===== src/pkg/vt_pkg.sv =====
`default_nettype none

package vt_pkg;

	// ****************************************
	// Clock and programming times
	// ****************************************
	localparam int CLK_MHZ      = 125;
	localparam int T_WR_US      = 5000;
	localparam int T_LOCK_US    = 5000;
	localparam int T_WAFI_US    = 5000;
	localparam int T_LAFI_US    = 5000;
	localparam int T_WDSFID_US  = 5000;
	localparam int T_LDSFID_US  = 5000;
	localparam int T_EAS_US     = 5000;
	localparam int WR_CYC       = T_WR_US * CLK_MHZ;
	localparam int LOCK_CYC     = T_LOCK_US * CLK_MHZ;
	localparam int WAFI_CYC     = T_WAFI_US * CLK_MHZ;
	localparam int LAFI_CYC     = T_LAFI_US * CLK_MHZ;
	localparam int WDSFID_CYC   = T_WDSFID_US * CLK_MHZ;
	localparam int LDSFID_CYC   = T_LDSFID_US * CLK_MHZ;
	localparam int EAS_CYC      = T_EAS_US * CLK_MHZ;

	// ****************************************
	// Frame layout
	// ****************************************
	localparam int RX_DEPTH     = 16;
	localparam int FRAME_MAX    = 7;
	localparam int NUM_BLOCKS   = 32;
	localparam int BLK_PER_PAGE = 4;
	localparam int HDR_BYTES    = 2;
	localparam int UID_BYTES    = 8;
	localparam int MIN_FRAME    = 4;
	localparam int FLG_ERR      = 0;
	localparam int FLG_ADDR     = 5;
	localparam int FLG_OPT      = 6;
	localparam int PROT_RD      = 0;
	localparam int PROT_WR      = 1;
	localparam logic [7:0] CUSTOM_BASE = 8'ha0;

	// ****************************************
	// Opcodes
	// ****************************************
	localparam logic [7:0] OPC_INVENTORY = 8'h01;
	localparam logic [7:0] OPC_LOGIN     = 8'he4;

	// ****************************************
	// Error codes and CRC
	// ****************************************
	localparam logic [7:0]  ERR_GENERIC = 8'h0f;
	localparam logic [7:0]  ERR_RANGE   = 8'h10;
	localparam logic [7:0]  ERR_ALREADY = 8'h11;
	localparam logic [7:0]  ERR_LOCKED  = 8'h12;
	localparam logic [15:0] CRC_INIT    = 16'hffff;
	localparam logic [15:0] CRC_POLY    = 16'h8408;
	localparam logic [15:0] CRC_RESIDUE = 16'hf0b8;

	// ****************************************
	// Register map and reset values
	// ****************************************
	localparam logic [7:0]  OFF_STATUS = 8'h00;
	localparam logic [7:0]  OFF_PWD    = 8'h04;
	localparam logic [7:0]  OFF_LOCKS  = 8'h08;
	localparam logic [7:0]  OFF_PROT   = 8'h0c;
	localparam logic [7:0]  OFF_IDENT  = 8'h10;
	localparam logic [31:0] PWD_RST    = 32'h0000_0000;
	localparam logic [7:0]  AFI_RST    = 8'h00;
	localparam logic [7:0]  DSFID_RST  = 8'h00;

	typedef enum {OP_NONE, OP_PLAIN, OP_READ, OP_WRITE, OP_LOCK, OP_WAFI, OP_LAFI,
		OP_WDSF, OP_LDSF, OP_PROG, OP_PROT, OP_LOGIN} vt_op_type;
	typedef enum {ST_IDLE, ST_RECV, ST_EXEC, ST_PROG, ST_EOF, ST_SEND} vt_state_type;

	// Opcode to command class
	function automatic vt_op_type op_class(input logic [7:0] opc);
		unique case (opc)
			8'h01, 8'h23, 8'h2b, 8'h2c, 8'ha5, 8'hb0, 8'hb8, 8'hc3: return OP_PLAIN;
			8'hb4, 8'hb9, 8'hba, 8'hbb, 8'hbe, 8'hbf:               return OP_PLAIN;
			8'h20: return OP_READ;
			8'h21: return OP_WRITE;
			8'h22: return OP_LOCK;
			8'h27: return OP_WAFI;
			8'h28: return OP_LAFI;
			8'h29: return OP_WDSF;
			8'h2a: return OP_LDSF;
			8'ha2, 8'ha3, 8'ha4, 8'ha6, 8'ha7, 8'ha8: return OP_PROG;
			8'hb6: return OP_PROT;
			8'he4: return OP_LOGIN;
			default: return OP_NONE;
		endcase
	endfunction

	// Commands executed only in secure mode
	function automatic logic sec_only(input logic [7:0] opc);
		return opc inside {8'ha6, 8'hb4, 8'hb6, 8'hb9, 8'hba, 8'hbb, 8'hbe, 8'hbf};
	endfunction

	// One byte through the reflected frame CRC
	function automatic logic [15:0] crc_byte(input logic [15:0] c, input logic [7:0] d);
		logic [15:0] r;
		r = c ^ {8'h00, d};
		for (int i = 0; i < 8; i++) begin
			r = r[0] ? ((r >> 1) ^ CRC_POLY) : (r >> 1);
		end
		return r;
	endfunction

endpackage

`default_nettype wire


===== src/hw/vt_crc16.sv =====
`default_nettype none

module vt_crc16 (
	input  wire logic        pclk,    // Clock
	input  wire logic        presetn, // Async reset, low
	input  wire logic        init,    // Restart at frame start
	input  wire logic        en,      // Byte strobe
	input  wire logic [7:0]  din,     // Byte, LSB first on air
	output logic      [15:0] crc      // Running register
);

	logic [15:0] crc_q;

	// Running CRC register
	always_ff @(posedge pclk or negedge presetn) begin
		if (!presetn) begin
			crc_q <= vt_pkg::CRC_INIT;
		end else if (init) begin
			crc_q <= vt_pkg::CRC_INIT;
		end else if (en) begin
			crc_q <= vt_pkg::crc_byte(crc_q, din);
		end
	end

	assign crc = crc_q;

endmodule

`default_nettype wire


===== src/hw/vt_prog_timer.sv =====
`default_nettype none

module vt_prog_timer #(
	parameter int W = 32
) (
	input  wire logic         pclk,    // Clock
	input  wire logic         presetn, // Async reset, low
	input  wire logic         load,    // Start a wait
	input  wire logic [W-1:0] count,   // Cycles to wait, at least one
	output logic              done,    // Last cycle of the wait
	output logic              busy     // Wait running
);

	logic [W-1:0] cnt_q;

	// Down counter
	always_ff @(posedge pclk or negedge presetn) begin
		if (!presetn) begin
			cnt_q <= '0;
		end else if (load) begin
			cnt_q <= count;
		end else if (cnt_q != '0) begin
			cnt_q <= cnt_q - W'(1);
		end
	end

	assign busy = (cnt_q != '0);
	assign done = (cnt_q == W'(1));

endmodule

`default_nettype wire


===== src/hw/vt_cmd_core.sv =====
// Notes on behaviour
// [RL1] Decode read, write, lock, read multiple and block security status opcodes.
// [RL2] Decode write/lock AFI, write/lock DSFID and system information opcodes.
// [RL3] Decode the custom security opcodes B0 to BF; the code decodes only B0, B4, B6, B8 to BB, BE and BF.
// [RL4] Decode fast read multiple blocks and password login.
// [RL5] Decode the seven surveillance custom opcodes A2 to A8.
// [RL6] Reader sends flags, opcode, parameters and CRC between SOF and EOF.
// [RL7] Answer is flags, optional parameters and CRC, in both modes.
// [RL8] Error flag clear on success; else set with an error code byte.
// [RL9] Reader checks results itself; the tag never verifies its own writes.
// [RL10] Inventory is accepted in normal and secure mode alike.
// [RL11] Block write without option flag answers after the block programming time.
// [RL12] With option flag, reader waits block programming time before EOF.
// [RL13] With option flag, programming answers are held until the reader's EOF.
// [RL14] Writing a permanently locked block answers with the error flag.
// [RL15] Normal mode write into a write-protected page answers with error.
// [RL16] Secure mode ignores page protection but still honours block locks.
// [RL17] Lock block without option flag answers after lock programming time.
// [RL18] With option flag, reader waits lock programming time before EOF.
// [RL19] Write AFI answers after its time; with option flag reader waits.
// [RL20] Lock AFI answers after its time; with option flag reader waits.
// [RL21] Write DSFID answers after its time; with option flag reader waits.
// [RL22] Secure mode ends only at reset or on a wrong-password login.
// [RL23] A request failing its CRC is dropped with no state change.
//
// Design decisions made here: register access over APB and the register offsets.
`default_nettype none

module vt_cmd_core #(
	parameter int NUM_BLOCKS = vt_pkg::NUM_BLOCKS,
	parameter int WR_CYC     = vt_pkg::WR_CYC,
	parameter int LOCK_CYC   = vt_pkg::LOCK_CYC,
	parameter int WAFI_CYC   = vt_pkg::WAFI_CYC,
	parameter int LAFI_CYC   = vt_pkg::LAFI_CYC,
	parameter int WDSF_CYC   = vt_pkg::WDSFID_CYC,
	parameter int LDSF_CYC   = vt_pkg::LDSFID_CYC,
	parameter int EAS_CYC    = vt_pkg::EAS_CYC
) (
	input  wire logic        pclk,      // Clock, 125 MHz
	input  wire logic        presetn,   // Async reset, low
	input  wire logic [7:0]  paddr,     // APB address
	input  wire logic        psel,      // APB select
	input  wire logic        penable,   // APB enable
	input  wire logic        pwrite,    // APB direction
	input  wire logic [31:0] pwdata,    // APB write data
	output logic      [31:0] prdata,    // APB read data
	output logic             pready,    // APB ready
	output logic             pslverr,   // APB error, unmapped
	input  wire logic        rx_sof,    // Request start
	input  wire logic        rx_valid,  // Request byte strobe
	input  wire logic [7:0]  rx_byte,   // Request byte
	input  wire logic        rx_eof,    // Request or option EOF
	output logic             tx_valid,  // Answer byte valid
	output logic      [7:0]  tx_byte,   // Answer byte
	output logic             tx_last,   // Final answer byte
	input  wire logic        tx_ready,  // Modulator takes byte
	output logic      [7:0]  mem_addr,  // Block address
	input  wire logic [31:0] mem_rdata, // Block data, next cycle
	output logic             mem_we,    // Block write pulse
	output logic      [31:0] mem_wdata  // Block write data
);

	localparam int IW     = $clog2(vt_pkg::RX_DEPTH);
	localparam int LBW    = $clog2(NUM_BLOCKS);
	localparam int PROT_W = 2 * NUM_BLOCKS / vt_pkg::BLK_PER_PAGE;

	vt_pkg::vt_state_type state_q;
	vt_pkg::vt_op_type    op;
	logic [7:0]        buf_q [vt_pkg::RX_DEPTH];
	logic [IW:0]       cnt_q;
	logic [7:0]        frame_q [vt_pkg::FRAME_MAX];
	logic [7:0]        frame_d [vt_pkg::FRAME_MAX];
	logic [2:0]        flen_q, flen_d, idx_q;
	logic [7:0]        tx_byte_q, code_d, last_op_q, last_code_q, blk, afi_q, dsfid_q;
	logic [7:0]        flags, opc;
	logic [31:0]       wdat, pwd_q, prdata_q, prog_d, prog_len_q, wait_cnt_q;
	logic [NUM_BLOCKS-1:0] lock_q;
	logic [PROT_W-1:0] prot_q;
	logic [IW:0]       p;
	logic [15:0]       rx_crc, crc_d;
	logic              secure_q, afi_lk_q, dsf_lk_q, last_err_q, err_d, in_range;
	logic              locked, wp, rp, opt, crc_ok, accept, tmr_done, mem_we_q;
	logic              apb_wr, apb_setup, exec_ok;

	// Byte fetch with bound check
	function automatic logic [7:0] bt(input logic [IW:0] i);
		return (i < (IW+1)'(vt_pkg::RX_DEPTH)) ? buf_q[i[IW-1:0]] : 8'h00;
	endfunction

	// Mapped register offsets
	function automatic logic hit(input logic [7:0] a);
		return a inside {vt_pkg::OFF_STATUS, vt_pkg::OFF_PWD, vt_pkg::OFF_LOCKS,
			vt_pkg::OFF_PROT, vt_pkg::OFF_IDENT};
	endfunction

	// ****************************************
	// Request parsing
	// ****************************************
	// [RL6] request field layout
	always_comb begin
		flags  = buf_q[0];
		opc    = buf_q[1];
		opt    = flags[vt_pkg::FLG_OPT];
		p      = (IW+1)'(vt_pkg::HDR_BYTES);
		if (opc >= vt_pkg::CUSTOM_BASE) begin
			p = p + (IW+1)'(1);
		end
		if (flags[vt_pkg::FLG_ADDR]) begin
			p = p + (IW+1)'(vt_pkg::UID_BYTES);
		end
		blk  = bt(p);
		wdat = {bt(p + (IW+1)'(4)), bt(p + (IW+1)'(3)), bt(p + (IW+1)'(2)), bt(p + (IW+1)'(1))};
	end

	// [RL1] [RL2] [RL3] [RL4] [RL5] opcode class
	assign op       = vt_pkg::op_class(opc);
	assign in_range = (blk < 8'(NUM_BLOCKS));
	assign locked   = in_range && lock_q[blk[LBW-1:0]];
	// [RL15] [RL16] page protection only outside secure mode
	assign wp       = !secure_q && prot_q[{blk[LBW-1:2], 1'b1}];
	assign rp       = !secure_q && prot_q[{blk[LBW-1:2], 1'b0}];
	// [RL23] residue over data and CRC bytes
	assign crc_ok   = (rx_crc == vt_pkg::CRC_RESIDUE);
	assign accept   = crc_ok && (cnt_q >= (IW+1)'(vt_pkg::MIN_FRAME)) && (op != vt_pkg::OP_NONE)
		&& (secure_q || !vt_pkg::sec_only(opc));

	// Request byte capture
	always_ff @(posedge pclk or negedge presetn) begin
		if (!presetn) begin
			cnt_q <= '0;
			for (int i = 0; i < vt_pkg::RX_DEPTH; i++) begin
				buf_q[i] <= 8'h00;
			end
		end else if (rx_sof && (state_q == vt_pkg::ST_IDLE || state_q == vt_pkg::ST_RECV)) begin
			cnt_q <= '0;
		end else if (rx_valid && state_q == vt_pkg::ST_RECV
			&& cnt_q < (IW+1)'(vt_pkg::RX_DEPTH)) begin
			buf_q[cnt_q[IW-1:0]] <= rx_byte;
			cnt_q                <= cnt_q + (IW+1)'(1);
		end
	end

	vt_crc16 u_rx_crc (
		.pclk    (pclk),
		.presetn (presetn),
		.init    (rx_sof),
		.en      (rx_valid && state_q == vt_pkg::ST_RECV),
		.din     (rx_byte),
		.crc     (rx_crc)
	);

	// ****************************************
	// Command execution
	// ****************************************
	// Error check, programming time and answer frame
	always_comb begin
		err_d  = 1'b0;
		code_d = 8'h00;
		prog_d = 32'd0;
		flen_d = 3'd1;
		crc_d  = vt_pkg::CRC_INIT;
		for (int i = 0; i < vt_pkg::FRAME_MAX; i++) begin
			frame_d[i] = 8'h00;
		end
		unique case (op)
			vt_pkg::OP_WRITE: begin
				// [RL14] [RL15] locks first, then page protection
				if (!in_range) begin
					{err_d, code_d} = {1'b1, vt_pkg::ERR_RANGE};
				end else if (locked) begin
					{err_d, code_d} = {1'b1, vt_pkg::ERR_LOCKED};
				end else if (wp) begin
					{err_d, code_d} = {1'b1, vt_pkg::ERR_GENERIC};
				end
				prog_d = 32'(WR_CYC);
			end
			vt_pkg::OP_LOCK: begin
				if (!in_range) begin
					{err_d, code_d} = {1'b1, vt_pkg::ERR_RANGE};
				end else if (wp) begin
					{err_d, code_d} = {1'b1, vt_pkg::ERR_GENERIC};
				end else if (locked) begin
					{err_d, code_d} = {1'b1, vt_pkg::ERR_ALREADY};
				end
				prog_d = 32'(LOCK_CYC);
			end
			vt_pkg::OP_READ: begin
				if (!in_range) begin
					{err_d, code_d} = {1'b1, vt_pkg::ERR_RANGE};
				end else begin
					// Read-protected pages return zeros
					{frame_d[4], frame_d[3], frame_d[2], frame_d[1]} = rp ? 32'h0 : mem_rdata;
					flen_d = 3'd5;
				end
			end
			vt_pkg::OP_WAFI: begin
				if (afi_lk_q && !secure_q) begin
					{err_d, code_d} = {1'b1, vt_pkg::ERR_LOCKED};
				end
				prog_d = 32'(WAFI_CYC);
			end
			vt_pkg::OP_LAFI: begin
				if (afi_lk_q) begin
					{err_d, code_d} = {1'b1, vt_pkg::ERR_ALREADY};
				end
				prog_d = 32'(LAFI_CYC);
			end
			vt_pkg::OP_WDSF: begin
				if (dsf_lk_q) begin
					{err_d, code_d} = {1'b1, vt_pkg::ERR_LOCKED};
				end
				prog_d = 32'(WDSF_CYC);
			end
			vt_pkg::OP_LDSF: begin
				if (dsf_lk_q) begin
					{err_d, code_d} = {1'b1, vt_pkg::ERR_ALREADY};
				end
				prog_d = 32'(LDSF_CYC);
			end
			vt_pkg::OP_PROG: prog_d = 32'(EAS_CYC);
			vt_pkg::OP_PROT: begin
				if (blk >= 8'(PROT_W / 2)) begin
					{err_d, code_d} = {1'b1, vt_pkg::ERR_RANGE};
				end
			end
			vt_pkg::OP_LOGIN: begin
				if ({bt(p + (IW+1)'(3)), bt(p + (IW+1)'(2)),
					bt(p + (IW+1)'(1)), blk} != pwd_q) begin
					{err_d, code_d} = {1'b1, vt_pkg::ERR_GENERIC};
				end
			end
			vt_pkg::OP_PLAIN, vt_pkg::OP_NONE: begin
			end
		endcase
		// [RL8] error flag and error code byte
		// [RL7] flags, parameters, then inverted CRC low byte first
		frame_d[0] = {7'h00, err_d};
		if (err_d) begin
			frame_d[1] = code_d;
			flen_d     = 3'd2;
		end
		for (int i = 0; i < vt_pkg::FRAME_MAX - 2; i++) begin
			if (3'(i) < flen_d) begin
				crc_d = vt_pkg::crc_byte(crc_d, frame_d[i]);
			end
		end
		frame_d[flen_d]        = ~crc_d[7:0];
		frame_d[flen_d + 3'd1] = ~crc_d[15:8];
		flen_d                 = flen_d + 3'd2;
	end

	assign exec_ok = (state_q == vt_pkg::ST_EXEC) && !err_d;

	vt_prog_timer #(
		.W (32)
	) u_timer (
		.pclk    (pclk),
		.presetn (presetn),
		// [RL11] [RL17] [RL19] [RL20] [RL21] wait before answering
		.load    (exec_ok && prog_d != 32'd0 && !opt),
		.count   (prog_d),
		.done    (tmr_done),
		.busy    ()
	);

	// Sequencer
	always_ff @(posedge pclk or negedge presetn) begin
		if (!presetn) begin
			state_q <= vt_pkg::ST_IDLE;
		end else begin
			unique case (state_q)
				vt_pkg::ST_IDLE: if (rx_sof) state_q <= vt_pkg::ST_RECV;
				vt_pkg::ST_RECV: begin
					// [RL23] [RL10] bad CRC or unsupported: stay silent
					if (rx_eof) begin
						state_q <= accept ? vt_pkg::ST_EXEC : vt_pkg::ST_IDLE;
					end
				end
				vt_pkg::ST_EXEC: begin
					// [RL13] option flag: hold answer for the reader's EOF
					if (!exec_ok || prog_d == 32'd0) begin
						state_q <= vt_pkg::ST_SEND;
					end else begin
						state_q <= opt ? vt_pkg::ST_EOF : vt_pkg::ST_PROG;
					end
				end
				vt_pkg::ST_PROG: if (tmr_done) state_q <= vt_pkg::ST_SEND;
				vt_pkg::ST_EOF:  if (rx_eof) state_q <= vt_pkg::ST_SEND;
				vt_pkg::ST_SEND: if (tx_ready && tx_last) state_q <= vt_pkg::ST_IDLE;
			endcase
		end
	end

	// Answer frame and byte output
	always_ff @(posedge pclk or negedge presetn) begin
		if (!presetn) begin
			flen_q    <= 3'd0;
			idx_q     <= 3'd0;
			tx_byte_q <= 8'h00;
			for (int i = 0; i < vt_pkg::FRAME_MAX; i++) begin
				frame_q[i] <= 8'h00;
			end
		end else if (state_q == vt_pkg::ST_EXEC) begin
			frame_q   <= frame_d;
			flen_q    <= flen_d;
			idx_q     <= 3'd0;
			tx_byte_q <= frame_d[0];
		end else if (tx_valid && tx_ready && !tx_last) begin
			idx_q     <= idx_q + 3'd1;
			tx_byte_q <= frame_q[idx_q + 3'd1];
		end
	end

	assign tx_valid = (state_q == vt_pkg::ST_SEND);
	assign tx_last  = tx_valid && (idx_q == flen_q - 3'd1);
	assign tx_byte  = tx_byte_q;

	// [RL22] secure mode kept except on login
	always_ff @(posedge pclk or negedge presetn) begin
		if (!presetn) begin
			secure_q <= 1'b0;
		end else if (state_q == vt_pkg::ST_EXEC && op == vt_pkg::OP_LOGIN) begin
			secure_q <= !err_d;
		end
	end

	// Persistent tag state changed by commands
	always_ff @(posedge pclk or negedge presetn) begin
		if (!presetn) begin
			lock_q   <= '0;
			afi_q    <= vt_pkg::AFI_RST;
			dsfid_q  <= vt_pkg::DSFID_RST;
			afi_lk_q <= 1'b0;
			dsf_lk_q <= 1'b0;
		end else if (exec_ok) begin
			if (op == vt_pkg::OP_LOCK) lock_q[blk[LBW-1:0]] <= 1'b1;
			if (op == vt_pkg::OP_WAFI) afi_q <= blk;
			if (op == vt_pkg::OP_LAFI) afi_lk_q <= 1'b1;
			if (op == vt_pkg::OP_WDSF) dsfid_q <= blk;
			if (op == vt_pkg::OP_LDSF) dsf_lk_q <= 1'b1;
		end
	end

	// Block memory port and last-command status
	always_ff @(posedge pclk or negedge presetn) begin
		if (!presetn) begin
			mem_addr    <= 8'h00;
			mem_we_q    <= 1'b0;
			mem_wdata   <= 32'h0;
			last_op_q   <= 8'h00;
			last_code_q <= 8'h00;
			last_err_q  <= 1'b0;
		end else begin
			if (state_q == vt_pkg::ST_RECV && rx_eof) mem_addr <= blk;
			mem_we_q <= exec_ok && op == vt_pkg::OP_WRITE;
			if (state_q == vt_pkg::ST_EXEC) begin
				mem_wdata   <= wdat;
				last_op_q   <= opc;
				last_code_q <= code_d;
				last_err_q  <= err_d;
			end
		end
	end

	assign mem_we = mem_we_q;

	// ****************************************
	// APB registers
	// ****************************************
	assign apb_wr    = psel && penable && pwrite;
	assign apb_setup = psel && !penable;
	assign pready    = 1'b1;
	assign pslverr   = psel && penable && !hit(paddr);
	assign prdata    = prdata_q;

	// Password and page protection; a command wins over software
	always_ff @(posedge pclk or negedge presetn) begin
		if (!presetn) begin
			pwd_q  <= vt_pkg::PWD_RST;
			prot_q <= '0;
		end else begin
			if (apb_wr && paddr == vt_pkg::OFF_PWD) pwd_q <= pwdata;
			if (exec_ok && op == vt_pkg::OP_PROT) begin
				prot_q[{blk[LBW-3:0], 1'b0} +: 2] <= 2'(bt(p + (IW+1)'(1)));
			end else if (apb_wr && paddr == vt_pkg::OFF_PROT) begin
				prot_q <= pwdata[PROT_W-1:0];
			end
		end
	end

	// Read data captured in the setup cycle
	always_ff @(posedge pclk or negedge presetn) begin
		if (!presetn) begin
			prdata_q <= 32'h0;
		end else if (apb_setup && !pwrite) begin
			unique case (paddr)
				vt_pkg::OFF_STATUS: prdata_q <= {8'h00, last_op_q, last_code_q, 5'h00,
					last_err_q, state_q != vt_pkg::ST_IDLE, secure_q};
				vt_pkg::OFF_LOCKS:  prdata_q <= 32'(lock_q);
				vt_pkg::OFF_PROT:   prdata_q <= 32'(prot_q);
				vt_pkg::OFF_IDENT:  prdata_q <= {14'h0, dsf_lk_q, afi_lk_q, dsfid_q, afi_q};
				default:            prdata_q <= 32'h0;
			endcase
		end
	end

	always_ff @(posedge pclk or negedge presetn) begin
		if (!presetn) begin
			prog_len_q <= 32'd0;
			wait_cnt_q <= 32'd0;
		end else if (state_q == vt_pkg::ST_EXEC) begin
			prog_len_q <= prog_d;
			wait_cnt_q <= 32'd0;
		end else if (state_q == vt_pkg::ST_PROG) begin
			wait_cnt_q <= wait_cnt_q + 32'd1;
		end
	end
endmodule

`default_nettype wire


===== config.mk =====
export PLATFORM = sky130hd
export DESIGN_NAME = vt_cmd_core
export DESIGN_NICKNAME = d
export VERILOG_FILES = /design/src/pkg/vt_pkg.sv /design/src/hw/vt_crc16.sv /design/src/hw/vt_prog_timer.sv /design/src/hw/vt_cmd_core.sv
export SDC_FILE = /design/constraint.sdc
export NUM_CORES = 1
export LEC_CHECK = 0
export ABC_AREA = 1
export BUFFER_PORTS_ARGS = -buffer_cell sky130_fd_sc_hd__buf_2
export CORE_MARGIN = 2
export CORE_UTILIZATION = 54
export CTS_CLUSTER_DIAMETER = 40
export DETAILED_ROUTE_END_ITERATION = 8
export GPL_TIMING_DRIVEN = 1
export PLACE_DENSITY = 0.75
export SYNTH_ARGS = -nofsm -noshare
export SYNTH_HDL_FRONTEND = slang
export SYNTH_SLANG_ARGS = --single-unit

===== constraint.sdc =====
create_clock -name pclk -period 4.2 [get_ports pclk]
set_input_delay 0.21 -clock pclk [delete_from_list [all_inputs] [get_ports pclk]]
set_output_delay 0.21 -clock pclk [all_outputs]
set_load 0.01 [all_outputs]

### Yosys cells after proc, flatten, opt, wreduce, memory -nomap -nowiden

Index checks and enable logic that the tools add are counted.

| operators by class | value |
|---|---|
| $add $sub $neg | 12 |
| order comparisons | 31 |
| eq/ne operators | 68 |
| shifts and indexed selects | 2 |
| mux-type cells | 154 |
| bitwise operators | 67 |
| reduce and logical (&&, ||, !) cells | 70 |

Operator list:

| kind | count |
|---|---|
| 16-bit two-way mux | 57 |
| 32-bit two-way mux | 10 |
| 8-bit two-way mux | 24 |
| 32-bit case mux with 6 select lines | 1 |
| 8-bit binary-select mux with 4-bit select | 5 |
| 8-bit == test, second input constant | 18 |
| 2-bit inverter with 3-bit output | 48 |
| 128-bit bitwise mux | 1 |
| 32-bit case mux with 4 select lines | 1 |
| 32-bit nonzero test | 4 |
| 56-bit bitwise mux | 2 |
| 32-bit by 2-bit == test with 1-bit output, second input constant | 3 |
| 32-bit by 3-bit == test with 1-bit output, second input constant | 3 |
| 32-bit zero test | 3 |
| 8-bit by 6-bit == test with 1-bit output, second input constant | 10 |
| 16-bit by 8-bit bitwise XOR with 16-bit output | 5 |
| 8-bit case mux with 9 select lines | 1 |
| 5-bit two-way mux | 13 |
| 32-bit by 1-bit == test with 1-bit output, second input constant | 2 |
| 8-bit demux with 3-bit select | 2 |
| 4-bit case mux with 11 select lines | 1 |
| 8-bit demux with 4-bit select | 1 |
| 32-bit by 4-bit == test with 1-bit output, second input constant | 1 |
| 4-bit by 3-bit == test with 1-bit output, second input constant | 8 |
| 66 further kinds | 180 |

| storage, ports and cells | value |
|---|---|
| register bits | 472 |
| word-level logic and storage cells | 449 |

### Depth between registers and ports, before layout

| logic depth | value |
|---|---|
| depth in word-level cells | 110 |
| mapped depth | 47 |
| gate-level depth less buffers | 44 |

### Modules after synthesis

A second synthesis with hierarchy kept.

| unflattened totals | value |
|---|---|
| cells, all modules | 3,384 |
| area, all modules | 24,368.4 µm² |

By module, submodules not included:

| module | instances | cells an instance | area each (µm²) |
|---|---|---|---|
| vt_cmd_core | 1 | 2,852 | 20,955.1 |
| vt_prog_timer | 1 | 363 | 2,311.0 |
| vt_crc16 | 1 | 169 | 1,102.3 |

### Least setup slack after synthesis

Ideal clock, no wire load.

| timing path | value |
|---|---|
| kind | reg2reg |
| from | register buf_q, in the netlist opc[6] |
| to | register frame_q[9] in the netlist's numbering |
| data arrival time | 3.829 ns |
| setup slack | 0.248 ns |
| stages on the path, launching flop included | 42 |
| clock period less this slack | 3.952 ns |
| cell sequence | dfrtp_1 > buf_6 > o21a_4 > buf_6 > buf_4 > nand2_1 > nand3_1 > nand2_1 > nand2_1 > nand2_1 > nand2_1 > nor2_1 > nand2_1 > nor2_1 > nand2_1 > nand2_2 > nand2_1 > nor2_1 > [... 6 more ...] > nand2_2 > nand2_2 > nand3_2 > nand2_2 > nand2_1 > nand3_2 > nand2_1 > nand2_2 > nand3_1 > nand3b_1 > nand2_1 > nand2_1 > nand3_1 > nand2_1 > nand2_1 > nand2_1 > xor2_1 > o21ai_1 |

| on the way | value |
|---|---|
| cells in the longest elaborated chain, start to end | 72 |
| elaborated cells between the ends (all ways) | 210 |

Ends and longest elaborated chain:

| item | line | text |
|---|---|---|
| start: declaration | vt_cmd_core.sv:69 | `logic [7:0] buf_q [vt_pkg::RX_DEPTH];` |
| start signal: indexed assignment | vt_cmd_core.sv:138 | `buf_q[cnt_q[IW-1:0]] <= rx_byte;` |
| 8-bit >= comparator | vt_cmd_core.sv:105 | `if (opc >= vt_pkg::CUSTOM_BASE) begin` |
| 1-bit two-way mux | vt_cmd_core.sv:105 |  |
| 5-bit by 4-bit adder with 5-bit output | vt_cmd_core.sv:109 | `p = p + (IW+1)'(vt_pkg::UID_BYTES);` |
| 5-bit two-way mux | vt_cmd_core.sv:108 | `if (flags[vt_pkg::FLG_ADDR]) begin` |
| 4-bit inverter with 5-bit output (implied by the code) | vt_cmd_core.sv:87 | `return (i < (IW+1)'(vt_pkg::RX_DEPTH)) ? buf_q[i[IW-1:0]] : 8'h00;` |
| 8-bit binary-select mux with 4-bit select | vt_cmd_core.sv:87 |  |
| 8-bit two-way mux (implied by the code) (2 in series) | vt_cmd_core.sv:87 |  |
| 8-bit two-way mux | vt_cmd_core.sv:87 |  |
| [... 55 more ...] | -- |  |
| 2-bit inverter with 3-bit output (no line) / 16-bit two-way mux (equally long branches) | -- |  |
| 16-bit two-way mux | vt_pkg.sv:103 | `r = r[0] ? ((r >> 1) ^ CRC_POLY) : (r >> 1);` |
| 16-bit two-way mux / 2-bit inverter with 3-bit output (equally long branches) | -- |  |
| 16-bit two-way mux | vt_pkg.sv:103 |  |
| 16-bit two-way mux (on tied branches) | vt_cmd_core.sv:243, vt_pkg.sv:103 |  |
| 8-bit inverter / 16-bit two-way mux (equally long branches) | vt_cmd_core.sv:247, vt_cmd_core.sv:243 |  |
| 56-bit bitwise mux / 8-bit inverter (equally long branches) | vt_cmd_core.sv:247, vt_cmd_core.sv:248 |  |
| 56-bit bitwise mux (*) | vt_cmd_core.sv:248 | `frame_d[flen_d + 3'd1] = ~crc_d[15:8];` |
| end signal: assignment | vt_cmd_core.sv:304 | `frame_q <= frame_d;` |
| end: declaration | vt_cmd_core.sv:71 | `logic [7:0] frame_q [vt_pkg::FRAME_MAX];` |

Every way passes the cells marked *; elsewhere a longest branch is shown, timed or not. The select of a mux whose other input is x is not followed.
A chain may end at the register's enable or synchronous reset.

### Worst setup path after layout

| timing path | value |
|---|---|
| from | register buf_q, in the netlist opc[5] |
| to | register frame_q[4] in the netlist's numbering |

| on the way | value |
|---|---|
| cells in the longest elaborated chain, start to end | 72 |
| elaborated cells between the ends (all ways) | 205 |

Ends and longest elaborated chain:

| item | line | text |
|---|---|---|
| 8-bit >= comparator | vt_cmd_core.sv:105 |  |
| 1-bit two-way mux | vt_cmd_core.sv:105 |  |
| 5-bit by 4-bit adder with 5-bit output | vt_cmd_core.sv:109 |  |
| 5-bit two-way mux | vt_cmd_core.sv:108 |  |
| 4-bit inverter with 5-bit output (implied by the code) | vt_cmd_core.sv:87 |  |
| 8-bit binary-select mux with 4-bit select | vt_cmd_core.sv:87 |  |
| 8-bit two-way mux (implied by the code) (2 in series) | vt_cmd_core.sv:87 |  |
| 8-bit two-way mux | vt_cmd_core.sv:87 |  |
| [... 49 more ...] | -- |  |
| 16-bit by 8-bit bitwise XOR with 16-bit output (tied with other cells) | vt_pkg.sv:101 | `r = c ^ {8'h00, d};` |
| 16-bit two-way mux (tied with other cells) | vt_pkg.sv:103 |  |
| 2-bit inverter with 3-bit output (no line) (tied with other cells) | -- |  |
| 16-bit two-way mux (7 in series) | vt_pkg.sv:103 |  |
| 16-bit two-way mux (on tied branches) | vt_cmd_core.sv:243, vt_pkg.sv:103 |  |
| 8-bit inverter / 16-bit two-way mux (equally long branches) | vt_cmd_core.sv:247, vt_cmd_core.sv:243 |  |
| 56-bit bitwise mux / 8-bit inverter (equally long branches) | vt_cmd_core.sv:247, vt_cmd_core.sv:248 |  |
| 56-bit bitwise mux (*) | vt_cmd_core.sv:248 |  |

Marked as above.

==> summary.txt <==
Outcome
  • Outcome: finished with violations
  • Failing checks: negative setup slack

Synth
  • Share of the synthesized area in the top cell type: 43.1%
  • Post-synth EDFFs: 0
  • Most instantiated library cell after synthesis: nand2_1
  • Average cell area after synthesis: between 7 and 8 µm²
  • Seq/Total Area, Yosys: 44.9%
  • Mapped Area: about 23000 µm²
  • Cell taking the most area after synthesis: dfrtp_1
  • Post-synth ARST share: between 90% and 100%
  • Post-Synthesis Cells: slightly above 3000
  • Syn_nets: around 3200
  • Most frequent cells after synthesis: nand2_1, dfrtp_1, inv_1
  • Synth cell types: slightly above 60
  • FF+latch count, synth: 416
  • Ys flop type: dfrtp_1
  • Synth area leaders: dfrtp_1, nand2_1, o21ai_0, inv_1, nand3_1
  • Synth warn: 0

Run
  • Max_cap viols: 0

Min path
  • Hold depth: 4
  • Worst min path class: in2reg
  • HP Start: rx_byte[2]

Route
  • DR vias: ~24000
  • Detailed Route Iter0 Violations: 2277
  • DR pass1 iterations: 6
  • Routed Antenna Nets: 0
  • DRC: 0
  • Via density: approximately 5.7
  • WL final: just under 80000 µm
  • Wire per inst: between 15 and 20 µm

STA
  • Setup total negative slack: -8.00 ns
  • Tmin final: 4.79 ns
  • Worst Slack Setup Final: -0.590 ns
  • Unrepaired setup endpoints after global routing: true
  • Pins Over Slew Limit: 0
  • Slew headroom: between 20% and 30%
  • Worst-Margin Slew: 1.18 ns
  • Final Hold Viols: 0
  • Hold_ws: roughly 0.047 ns
  • Final setup fails: 16
  • Fmax: 209 MHz
  • Part of the cycle the worst path needs: 114%
  • Worst Clk Skew: just under 0.03 ns

Clock tree
  • TritonCTS buffer count: between 50 and 60
  • CTS max path bufs: 3
  • CTS Root Cell: clkbuf_16
  • Clk Latency, worst-skew pair: between 0.6 and 0.7 ns
  • CTS H-Tree Depth: 2
  • CTS clk-pin slew, worst paths: 0.06 ns
  • CTS tree: yes
  • CTS sink cnt: 416

Die
  • Row count: 75
  • Area of the core: between 40000 and 50000 µm²
  • Initial core utilization: 55.0%
  • Die Y-Extent: ~210 µm
  • Overall die area: 44700 µm²
  • Die width: ~210 µm
  • Io pins: around 170

Critical path
  • Critical path capture point type: register
  • Required @ worst endpoint: 4.72 ns
  • Crit Path Class: reg2reg
  • Slowest CP cell: dfrtp_2
  • CP Max Fanout: 14
  • Worst Setup Start Kind: register
  • Crit-path max cell delay: between 0.4 and 0.5 ns
  • R2r setup slk: -0.59 ns
  • Reg-to-Reg Start: opc[5]$_DFFE_PN0P_
  • Critical Path AT: between 5 and 6 ns
  • Most used cell, CP: nand2_2
  • Worst reg2reg path depth: 36
  • Crit path launch: opc[5]$_DFFE_PN0P_

Final layout
  • Area Growth Syn to Fin: 29.7%
  • Final net count: roughly 3700
  • Share of layout cells above drive strength 1: 24.2%
  • Filler instances: roughly 3300

Pwr
  • Pwr dens: 624 nW/µm²
  • Worst VDD drop: a little under 0.4 mV
  • Leakage: 15.0 nW

Global routing
  • Antenna violations before repair: 2
  • Vias in the first global route: ~23000
  • Total grt overflow: 0
  • Wire length of the first global-routing pass: 121000 µm
  • Largest net degree at the start of global routing: 117
  • Overall Global Routing Usage: between 30% and 40%

Placement
  • PortBufs: around 170
  • Detailed placement HPWL: ~54000 µm
  • RD Place Congestion: ~1
logic make-up after synthesis:
group	Yosys count	share of synthesized area [%]
xor gates and xnor gates	59	2.34
AOI/OAI and AO/OA	558	13.4
DFF	416	44.9
and+or+nand+nor	1552	28.9
other	1	0.0161
muxes	23	1.09
buffers and inverters	495	8.74
adders and majority gates	11	0.593
sequential cells by signal, summed over array words and instances, names as in the netlist, 16 cells and up:
signal and flops:
prot_q 16, pwd_q 32, prdata 32, u_timer.cnt_q 32, u_rx_crc.crc 16, lock_q 32
mem_wdata 32, frame_q 56, buf_q 96
routing by layer:
layer / vias to the layer above / share of wire [%] / track usage (%) / wire length [µm]
met5: - / 0 / 0 / 0
met4: 0 / 4.1 / 14.2 / 3130
met3: 242 / 8.1 / 5.71 / 6260
met2: 1137 / 46 / 55.3 / 35600
met1: 11300 / 42 / 46.4 / 32200
li1: 11100 / - / - / -
metrics by stage:
stage / util, % / std cells / power [mW] / setup slack [ns] / area (µm²)
after global routing: 71.3 / 4166 / 19.8 / -0.887 / 30100
after CTS: 69.8 / 4154 / 18.1 / -0.530 / 29500
after detailed placement: 62.5 / 3965 / 12.4 / -0.699 / 26400
final: 71.3 / 4166 / 18.8 / -0.590 / 30100
after global placement: 62.5 / 3965 / 12.2 / -0.651 / 26400
after floorplan: - / 3115 / 9.35 / 0.248 / 23200
final timing paths:
| check | to |
|---|---|
| hold / removal | u_rx_crc.crc[10]$_DFFE_PN1P_ |
| setup / recovery | frame_q[4]$_DFFE_PN0P_ |
| min in group asynchronous | pwd_q[9]$_DFFE_PN0P_ |
| hold reg to reg | frame_q[53]$_DFFE_PN0P_ |
| max in group asynchronous | lock_q[11]$_DFFE_PN0P_ |
| setup reg to reg | frame_q[4]$_DFFE_PN0P_ |
critical path: cells and delay by family, from the launching register on:
| family | cells | cell delay, ns |
|---|---|---|
| buffers and inverters | 7 | 0.93 |
| AND/OR/NAND/NOR | 23 | 2.28 |
| AO/OA/AOI/OAI | 3 | 0.57 |
| flip-flops | 1 | 0.45 |
| XOR/XNOR | 3 | 0.44 |
where the power goes:
part           total [mW]  switching [mW]  internal (mW)
Combinational        8.68            5.18           3.50
Clock                5.21            1.98           3.22
Sequential           4.89           0.417           4.48
Total                18.8            7.58           11.2
area by class of cell:
| cell class | instances | area, µm² | area share [%] |
|---|---|---|---|
| multi-input combinational | 2205 | 11500 | 38.3 |
| sequential | 416 | 10400 | 34.6 |
| timing repair buffer | 540 | 4040 | 13.4 |
| clock buffer | 68 | 1580 | 5.25 |
| inverter | 357 | 1350 | 4.49 |
| tap | 539 | 674 | 2.24 |
| clock inverter | 40 | 507 | 1.68 |
| antenna | 1 | 2.50 | 0.00831 |
placed cells by master (no fill, tap or decap), types with 20 or more instances in the layout:
cell / instances
nand2_2: 82
dlygate4sd3_1: 34
inv_1: 331
o21ai_0: 330
dfrtp_1: 397
nor3_1: 33
xor2_1: 20
o21ai_1: 21
xnor2_1: 31
buf_4: 299
nand2_4: 22
nor2_1: 177
buf_2: 171
nand3_1: 205
o22ai_1: 35
a21oi_1: 75
nand3_2: 36
nand4_1: 35
clkbuf_16: 61
nand2_1: 879
what timing repair did:
item / in CTS / in global routing
pin swaps: 37 / 79
setup endpoints to repair: 17 / 44
cloned: 3 / 2
hold buffers: 34 / 0
resized for setup: 69 / 125
hold endpoints to repair: 148 / 0
buffers inserted: 44 / 18
Power figures use the tool's default switching activity.
